### config.mk
export PLATFORM = sky130hd
export DESIGN_NAME = system_clock_selection
export DESIGN_NICKNAME = d
export VERILOG_FILES = /design/src/hdl/system_clock_selection.v
export VERILOG_INCLUDE_DIRS = /design/src /design/src/hdl
export SDC_FILE = /design/constraint.sdc
export NUM_CORES = 1
export LEC_CHECK = 0
export ABC_AREA = 0
export BUFFER_PORTS_ARGS = -buffer_cell sky130_fd_sc_hd__buf_2
export CORE_ASPECT_RATIO = 0.7
export CORE_MARGIN = 2
export CORE_UTILIZATION = 25
export CTS_CLUSTER_DIAMETER = 80
export CTS_CLUSTER_SIZE = 24
export DETAILED_ROUTE_END_ITERATION = 8
export PLACE_DENSITY = 0.54
export SLEW_MARGIN = 20
export SYNTH_ARGS = -nofsm -noshare
export SYNTH_HDL_FRONTEND = slang
export SYNTH_SLANG_ARGS = --single-unit
### constraint.sdc
create_clock -name aclk -period 4.44 [get_ports aclk]
set_clock_uncertainty 0.05 [all_clocks]
set_input_delay 0.888 -clock aclk [delete_from_list [all_inputs] [get_ports aclk]]
set_output_delay 0.888 -clock aclk [all_outputs]
set_load 0.02 [all_outputs]
### src/hdl/clock_select_defs.vh
// Offsets, field positions, reset values and timing counts of the clock selection block.
`ifndef CLOCK_SELECT_DEFS_VH
`define CLOCK_SELECT_DEFS_VH

// ==========================================================================
// Register offsets (byte addresses).
// ==========================================================================
`define OFS_CTRL        4'h0
`define OFS_MODEM_CLK   4'h4
`define OFS_TRIM        4'h8
`define OFS_STATUS      4'hC

// ==========================================================================
// Field positions and encodings.
// ==========================================================================
`define SRC_CRYSTAL     2'h0
`define SRC_EXT_CLOCK   2'h1
`define SRC_DCO         2'h2
`define SRC_INTERNAL    2'h3
`define CTRL_SRC_LSB    0
`define CTRL_BDC_SEL    2
`define CTRL_RTI_SEL    3
`define CTRL_MODEM_ON   4
`define CTRL_DEFAULT    5'h13
`define MCLK_DEFAULT    3'h6
`define TRIM_DEFAULT    8'h80
`define RESP_OKAY       2'h0
`define RESP_SLVERR     2'h2

// ==========================================================================
// Timing figures.
// ==========================================================================
`define CPU_MAX_MHZ     40
`define BUS_MAX_MHZ     20
`define SYS_CLK_MHZ     200
`define MODEM_REF_MHZ   16
`define FFE_RATIO       4
`define CMP_WINDOW      16'h0400
`endif

### src/hdl/system_clock_selection.v
// Clock selection and distribution for the microcontroller and modem clock output.
`timescale 1ns/1ps
`include "clock_select_defs.vh"

// How it works
// - Bus clock enable ticks at half the processor rate; limits 40 and 20 MHz.
// - Main output chooses crystal, external clock input, DIGITALLY_CONTROLLED_OSC or internal reference by control bits.
// - Fixed-freq select is 1 when main output exceeds four times external reference.
// - A self-clocked source near 8 MHz may clock the debug controller.
// - External reference may be chosen as real-time interrupt clock.
// - Modem clock out selects among eight rates, defaulting near 32.786 kHz.
// - Every modem output rate is divided from the 16 MHz reference.
// - Trimmable internal 243 kHz reference clocks startup and modem shutdown.
module system_clock_selection #(
  parameter CPU_DIV   = 5,   // 200 MHz / 5 = 40 MHz processor rate.
  parameter MODEM_DIV = 12,  // Crude 16 MHz reference stand-in: 200 / 16 = 12.5 rounds to 12.
  parameter LOCAL_DIV = 25,  // Self-clocked source, about 8 MHz.
  parameter INT_DIV   = 823, // Internal reference, about 243 kHz at mid trim.
  parameter DCO_DIV   = 10
) (
  input  wire        aclk,
  input  wire        aresetn,
  input  wire        crystal_tick,
  input  wire        ext_clock_tick,
  input  wire [3:0]  s_axi_awaddr,
  input  wire        s_axi_awvalid,
  output reg         s_axi_awready,
  input  wire [31:0] s_axi_wdata,
  input  wire [3:0]  s_axi_wstrb,
  input  wire        s_axi_wvalid,
  output reg         s_axi_wready,
  output reg  [1:0]  s_axi_bresp,
  output reg         s_axi_bvalid,
  input  wire        s_axi_bready,
  input  wire [3:0]  s_axi_araddr,
  input  wire        s_axi_arvalid,
  output reg         s_axi_arready,
  output reg  [31:0] s_axi_rdata,
  output reg  [1:0]  s_axi_rresp,
  output reg         s_axi_rvalid,
  input  wire        s_axi_rready,
  output reg         cpu_clk_en_ff,
  output reg         bus_clock_en_ff,
  output reg         clock_gen_main_output_ff,
  output reg         fixed_freq_clk_en_ff,
  output reg         fixed_freq_select_ff,
  output reg         bdc_clk_en_ff,
  output reg         rti_clk_en_ff,
  output reg         modem_clock_out_ff
);

  // ==========================================================================
  // Registers reached over the bus.
  // ==========================================================================
  reg [4:0]  ctrl_ff;
  reg [2:0]  mclk_sel_ff;
  reg [7:0]  trim_ff;
  reg [1:0]  src_act_ff;
  reg [2:0]  mclk_act_ff;
  reg        aw_hold_ff;
  reg        w_hold_ff;
  reg [3:0]  aw_addr_ff;
  reg [31:0] w_data_ff;
  reg [3:0]  w_strb_ff;

  // Address and data are latched in either order; the response follows both.
  always @(posedge aclk) begin
    if (!aresetn) begin
      s_axi_awready <= 1'b0;
      s_axi_wready  <= 1'b0;
      s_axi_bvalid  <= 1'b0;
      s_axi_bresp   <= `RESP_OKAY;
      aw_hold_ff    <= 1'b0;
      w_hold_ff     <= 1'b0;
      aw_addr_ff    <= 4'h0;
      w_data_ff     <= 32'h0;
      w_strb_ff     <= 4'h0;
      // Start-up runs from the internal reference with the modem powered.
      ctrl_ff       <= `CTRL_DEFAULT;
      mclk_sel_ff   <= `MCLK_DEFAULT;
      trim_ff       <= `TRIM_DEFAULT;
    end else begin
      s_axi_awready <= !aw_hold_ff && !s_axi_awready && s_axi_awvalid && !s_axi_bvalid;
      s_axi_wready  <= !w_hold_ff && !s_axi_wready && s_axi_wvalid && !s_axi_bvalid;
      if (s_axi_awvalid && s_axi_awready) begin
        aw_hold_ff <= 1'b1;
        aw_addr_ff <= s_axi_awaddr;
      end
      if (s_axi_wvalid && s_axi_wready) begin
        w_hold_ff <= 1'b1;
        w_data_ff <= s_axi_wdata;
        w_strb_ff <= s_axi_wstrb;
      end
      if (aw_hold_ff && w_hold_ff && !s_axi_bvalid) begin
        aw_hold_ff   <= 1'b0;
        w_hold_ff    <= 1'b0;
        s_axi_bvalid <= 1'b1;
        s_axi_bresp  <= `RESP_OKAY;
        if (aw_addr_ff == `OFS_CTRL) begin
          if (w_strb_ff[0]) ctrl_ff <= w_data_ff[4:0];
        end else if (aw_addr_ff == `OFS_MODEM_CLK) begin
          if (w_strb_ff[0]) mclk_sel_ff <= w_data_ff[2:0];
        end else if (aw_addr_ff == `OFS_TRIM) begin
          if (w_strb_ff[0]) trim_ff <= w_data_ff[7:0];
        end else if (aw_addr_ff == `OFS_STATUS) begin
          s_axi_bresp <= `RESP_OKAY;
        end else begin
          s_axi_bresp <= `RESP_SLVERR;
        end
      end else if (s_axi_bvalid && s_axi_bready) begin
        s_axi_bvalid <= 1'b0;
      end
    end
  end

  // Reads answer one cycle after the address is taken.
  always @(posedge aclk) begin
    if (!aresetn) begin
      s_axi_arready <= 1'b0;
      s_axi_rvalid  <= 1'b0;
      s_axi_rdata   <= 32'h0;
      s_axi_rresp   <= `RESP_OKAY;
    end else begin
      s_axi_arready <= !s_axi_arready && s_axi_arvalid && !s_axi_rvalid;
      if (s_axi_arvalid && s_axi_arready) begin
        s_axi_rvalid <= 1'b1;
        s_axi_rresp  <= `RESP_OKAY;
        if (s_axi_araddr == `OFS_CTRL) begin
          s_axi_rdata <= {27'h0, ctrl_ff};
        end else if (s_axi_araddr == `OFS_MODEM_CLK) begin
          s_axi_rdata <= {29'h0, mclk_sel_ff};
        end else if (s_axi_araddr == `OFS_TRIM) begin
          s_axi_rdata <= {24'h0, trim_ff};
        end else if (s_axi_araddr == `OFS_STATUS) begin
          s_axi_rdata <= {26'h0, fixed_freq_select_ff, mclk_act_ff, src_act_ff};
        end else begin
          s_axi_rdata <= 32'h0;
          s_axi_rresp <= `RESP_SLVERR;
        end
      end else if (s_axi_rvalid && s_axi_rready) begin
        s_axi_rvalid <= 1'b0;
      end
    end
  end

  // ==========================================================================
  // Internal sources: DIGITALLY_CONTROLLED_OSC, self-clocked source, trimmed internal reference.
  // ==========================================================================
  reg  [9:0] dco_cnt_ff;
  reg  [9:0] loc_cnt_ff;
  reg  [9:0] int_cnt_ff;
  wire [9:0] int_limit = INT_DIV[9:0] + {2'h0, trim_ff} - {2'h0, `TRIM_DEFAULT};
  wire       dco_tick  = (dco_cnt_ff == 10'h000);
  wire       loc_tick  = (loc_cnt_ff == 10'h000);
  wire       int_tick  = (int_cnt_ff == 10'h000);

  // Free-running dividers; trim moves the internal reference period.
  always @(posedge aclk) begin
    if (!aresetn) begin
      dco_cnt_ff <= 10'h000;
      loc_cnt_ff <= 10'h000;
      int_cnt_ff <= 10'h000;
    end else begin
      dco_cnt_ff <= dco_tick ? DCO_DIV[9:0] - 10'h001 : dco_cnt_ff - 10'h001;
      loc_cnt_ff <= loc_tick ? LOCAL_DIV[9:0] - 10'h001 : loc_cnt_ff - 10'h001;
      int_cnt_ff <= int_tick ? int_limit - 10'h001 : int_cnt_ff - 10'h001;
    end
  end

  // ==========================================================================
  // Main source selection.
  // ==========================================================================
  reg main_tick;

  // Four-way selector; the internal reference covers start-up and modem shutdown.
  always @* begin
    case (src_act_ff)
      `SRC_CRYSTAL:   main_tick = crystal_tick;
      `SRC_EXT_CLOCK: main_tick = ext_clock_tick;
      `SRC_DCO:       main_tick = dco_tick;
      default:        main_tick = int_tick;
    endcase
  end

  // A new source is adopted on a tick of the old one, so no short period appears; with the modem off the internal reference is taken at once.
  always @(posedge aclk) begin
    if (!aresetn) begin
      src_act_ff <= `SRC_INTERNAL;
    end else if (main_tick || !ctrl_ff[`CTRL_MODEM_ON]) begin
      src_act_ff <= ctrl_ff[`CTRL_MODEM_ON] ? ctrl_ff[1:0] : `SRC_INTERNAL;
    end
  end

  // ==========================================================================
  // Processor and bus rates.
  // ==========================================================================
  reg [3:0] cpu_cnt_ff;
  reg       half_ff;
  wire      cpu_tick = main_tick && (cpu_cnt_ff == 4'h0);

  // The processor rate is capped at 40 MHz; the bus gets every second processor tick.
  always @(posedge aclk) begin
    if (!aresetn) begin
      cpu_cnt_ff      <= 4'h0;
      half_ff         <= 1'b0;
      cpu_clk_en_ff   <= 1'b0;
      bus_clock_en_ff <= 1'b0;
      clock_gen_main_output_ff <= 1'b0;
    end else begin
      if (cpu_cnt_ff != 4'h0) cpu_cnt_ff <= cpu_cnt_ff - 4'h1;
      else if (main_tick) cpu_cnt_ff <= CPU_DIV[3:0] - 4'h1;
      cpu_clk_en_ff   <= cpu_tick;
      if (cpu_tick) half_ff <= !half_ff;
      bus_clock_en_ff <= cpu_tick && half_ff;
      clock_gen_main_output_ff <= main_tick;
    end
  end

  // ==========================================================================
  // Fixed-frequency select: count main ticks over a window of reference ticks.
  // ==========================================================================
  reg [15:0] ref_cnt_ff;
  reg [17:0] main_cnt_ff;

  // Window of CMP_WINDOW reference ticks; compare against four times that count.
  always @(posedge aclk) begin
    if (!aresetn) begin
      ref_cnt_ff           <= 16'h0;
      main_cnt_ff          <= 18'h0;
      fixed_freq_select_ff <= 1'b0;
      fixed_freq_clk_en_ff <= 1'b0;
      bdc_clk_en_ff        <= 1'b0;
      rti_clk_en_ff        <= 1'b0;
    end else begin
      if (crystal_tick && ref_cnt_ff == `CMP_WINDOW - 16'h1) begin
        ref_cnt_ff  <= 16'h0;
        main_cnt_ff <= 18'h0;
        fixed_freq_select_ff <= main_cnt_ff > ({2'h0, `CMP_WINDOW} << 2);
      end else begin
        if (crystal_tick) ref_cnt_ff <= ref_cnt_ff + 16'h1;
        if (main_tick && main_cnt_ff != 18'h3FFFF) main_cnt_ff <= main_cnt_ff + 18'h1;
      end
      fixed_freq_clk_en_ff <= fixed_freq_select_ff ? crystal_tick : (cpu_tick && half_ff);
      bdc_clk_en_ff <= ctrl_ff[`CTRL_BDC_SEL] ? loc_tick : (cpu_tick && half_ff);
      rti_clk_en_ff <= ctrl_ff[`CTRL_RTI_SEL] ? crystal_tick : int_tick;
    end
  end

  // ==========================================================================
  // Modem clock output divided from the 16 MHz reference.
  // ==========================================================================
  reg  [3:0]  ref_div_ff;
  reg  [8:0]  mdiv_ff;
  wire        ref16_tick = (ref_div_ff == 4'h0);
  reg  [8:0]  half_period;

  // Half periods in reference ticks: 16 MHz, 8, 4, 2, 1, 62.5 kHz, ~32.8, ~16.4 kHz.
  always @* begin
    case (mclk_act_ff)
      3'h0:    half_period = 9'h001;
      3'h1:    half_period = 9'h001;
      3'h2:    half_period = 9'h002;
      3'h3:    half_period = 9'h004;
      3'h4:    half_period = 9'h008;
      3'h5:    half_period = 9'h080;
      3'h6:    half_period = 9'h0F4;
      default: half_period = 9'h1E8;
    endcase
  end

  // The setting is switched as the output falls at the end of a period; in setting 0 it is switched on each reference tick.
  always @(posedge aclk) begin
    if (!aresetn) begin
      ref_div_ff         <= 4'h0;
      mdiv_ff            <= 9'h000;
      mclk_act_ff        <= `MCLK_DEFAULT;
      modem_clock_out_ff <= 1'b0;
    end else begin
      ref_div_ff <= ref16_tick ? MODEM_DIV[3:0] - 4'h1 : ref_div_ff - 4'h1;
      if (mclk_act_ff == 3'h0) begin
        modem_clock_out_ff <= ref16_tick; // 16 MHz passes as a one-tick pulse.
        if (ref16_tick) mclk_act_ff <= mclk_sel_ff;
      end else if (ref16_tick) begin
        if (mdiv_ff + 9'h001 >= half_period) begin
          mdiv_ff <= 9'h000;
          modem_clock_out_ff <= !modem_clock_out_ff;
          if (modem_clock_out_ff) mclk_act_ff <= mclk_sel_ff;
        end else begin
          mdiv_ff <= mdiv_ff + 9'h001;
        end
      end
    end
  end

endmodule

==> metrics.txt <==
status=completed; flop and latch count out of synthesis=141; drt wl/cell=12.7 um; Port Buffers=48; # fillers=2840; initial antenna violation count=1; R2R Path End=mclk_act_ff[0]; max_slew headroom=0.421; vias in the first global route=about 4.8k; RSZ-0062 raised after global routing=no; Max-cap violations=0; setup violators final=0; Die ar.=28100 um^2; Final ANT Viol Nets=0; die height=between 100 and 150 um; via count=5324; clock period minus worst slack=3.26 ns; Worst EP arrival=roughly 3.6 ns; worst hold path class=flip-flop to flip-flop; post-synth cell types=57; fraction of layout instances using a drive strength above 1=0.118; Worst Max-Slew Pin Slew=0.862 ns; Final Hold Viols=0; Post-synth EDFFs=0; # rows=50; min-delay src=w_data_ff[5]; Reg2Reg Launch Point=mdiv_ff[0]; GR Overflow Total=0; PostCTS Resize Cnt=0; Main synth FF type=dfxtp_1; critical path class=flip-flop to flip-flop; fin cells=approximately 1.2k; DP HPWL=around 11 mm; Post-Syn Area per Cell=8.62 um^2; post-synthesis instance total=776; routed vias/inst=4.47; CP required=about 4.7 ns; total CTS buffers=17; final period utilization=0.735; H-tree depth=4; # hold bufs at CTS=0; GP Congestion=approximately 0.77; Pleak=0.00308 uW; mapped cell area=6690 um^2; Worst R2R Path Depth=13; postcts setup bufs=0; Max IR drop VDD=about 0.24 mV; Power Total=3960 uW; Placed Cells=1158; Async S/R FF share, synth=0; CP Capture Type=flip-flop; clock tree from TritonCTS=built; largest net degree at the start of global routing=between 40 and 50; pwr dens=507 nW/um^2; drt initial violations=254; Seq/Total Area, Yosys=0.422; FF-to-FF setup slack=1.18 ns; die width=199 um; clk sink count=141; Final Net Count=slightly below 900; Top Ports=102; maximum clock frequency=between 0.3 and 0.4 GHz; warning count from the yosys run=0; TritonRoute pass-1 iters=5; Starting Density=0.252; Slew Limit Fails=0; Hold EP=w_data_ff[5]; Setup crit start kind=flip-flop; WHS=0.408 ns; most common cell after layout, fill and taps aside=dfxtp_1; hold depth=2; most frequent cells in the layout=141 x dfxtp_1, 96 x nor2_1, 78 x nand2_1, 48 x buf_2, 43 x a21oi_1; final setup TNS=0 ns; Total Wirelength=15.2 mm; clk root buf=clkbuf_16; GRT Overall Usage=0.111; core region area=roughly 27000 um^2; CP max FO=10; Clock transition at path regs=0.06 ns; # DRC=0; first-pass GRT wire length=25.0 mm; area grow syn2layout=16.8%; Max clock buf depth=2; Skew-Pair Late Insertion Delay=around 0.42 ns
cells in the mapped netlist, drive strengths merged, types with 8 or more instances:
cell,count,area (um^2)
a211oi,9,67.6
a21oi,43,215
a22oi,8,60.1
and3,11,68.8
buf,34,235
clkbuf,26,97.6
dfxtp,141,2820
ha,20,250
inv,24,90.1
mux2i,28,280
nand2,78,293
nand2b,8,50.1
nand3,32,160
nand4,17,106
nor2,96,360
nor3,14,70.1
o21ai,22,110
or3,14,87.6
or4,12,90.1
xnor2,20,175
xor2,29,254
how the worst max path moves through the flow:
stage	from	to	slack (ns)
floorplan	mdiv_ff[0]	mclk_act_ff[0]	1.55
global placement	mdiv_ff[0]	mclk_act_ff[1]	1.34
detailed placement	mdiv_ff[0]	mclk_act_ff[1]	1.28
CTS	mdiv_ff[0]	mclk_act_ff[0]	1.23
global route	mdiv_ff[0]	mclk_act_ff[1]	1.03
finish	mdiv_ff[0]	mclk_act_ff[0]	1.18
per-layer routing:
metal,track usage,vias up,share of wire
met3,0.0335,9,0.049
li1,-,2777,-
met4,0.0339,0,0.0081
met2,0.152,86,0.40
met5,0,-,0
met1,0.165,2452,0.54
kinds of logic (layout without fill, tap and decap cells):
kind of cell,count (synthesis),count (layout),share of synthesized area
simple gates,328,328,0.245
fa+ha+maj,20,20,0.0374
compound gates,122,122,0.116
buf+inv,84,108,0.0632
xor+xnor,49,49,0.0642
flops,141,141,0.422
mux,31,31,0.0520
other cells,1,27,0.000561
flip-flops by register name (all words and copies together), names as in the netlist, 2 cells and up:
register / count
aw_addr_ff: 4
cpu_cnt_ff: 4
ctrl_ff: 5
dco_cnt_ff: 10
int_cnt_ff: 10
loc_cnt_ff: 10
main_cnt_ff: 18
mclk_act_ff: 3
mclk_sel_ff: 3
mdiv_ff: 9
ref_cnt_ff: 16
ref_div_ff: 4
s_axi_rdata: 8
src_act_ff: 2
trim_ff: 8
w_data_ff: 8
power breakdown:
part           total, uW  internal (uW)  leakage, uW  switching (uW)
Combinational        885            359      0.00163             526
Sequential          1570           1430      0.00115             142
Clock               1510            967     0.000303             541
Total               3960           2760      0.00308            1210
critical path, cell delays in order, from the launching register on:
cell     delay (ns)
dfxtp_1        0.42
ha_1           0.26
and3_1         0.27
nand3_1        0.19
or2_2          0.34
xor2_1         0.18
inv_1          0.07
ha_1           0.30
nand3_1        0.08
nor2_1         0.08
a22oi_1        0.08
buf_4          0.19
a21oi_1        0.44
mux2i_1        0.24
final cells by class:
cell class	instances	area, um^2	share of cell area
well taps	364	455	0.0583
multi-input cells	576	3540	0.453
diodes	1	2.50	0.000320
clock buffers	21	460	0.0589
clock inverters	10	164	0.0210
repair buffers	53	278	0.0355
inverters	24	90.1	0.0115
flip-flops and latches	141	2820	0.361
through the flow:
step	setup WS [ns]	util	instance area [um^2]
global route	1.03	0.294	7810
floorplan	1.55	-	6780
finish	1.18	0.295	7810
detailed placement	1.28	0.271	7180
global placement	1.34	0.271	7180
CTS	1.23	0.294	7810
Power figures use the tool's default switching activity.
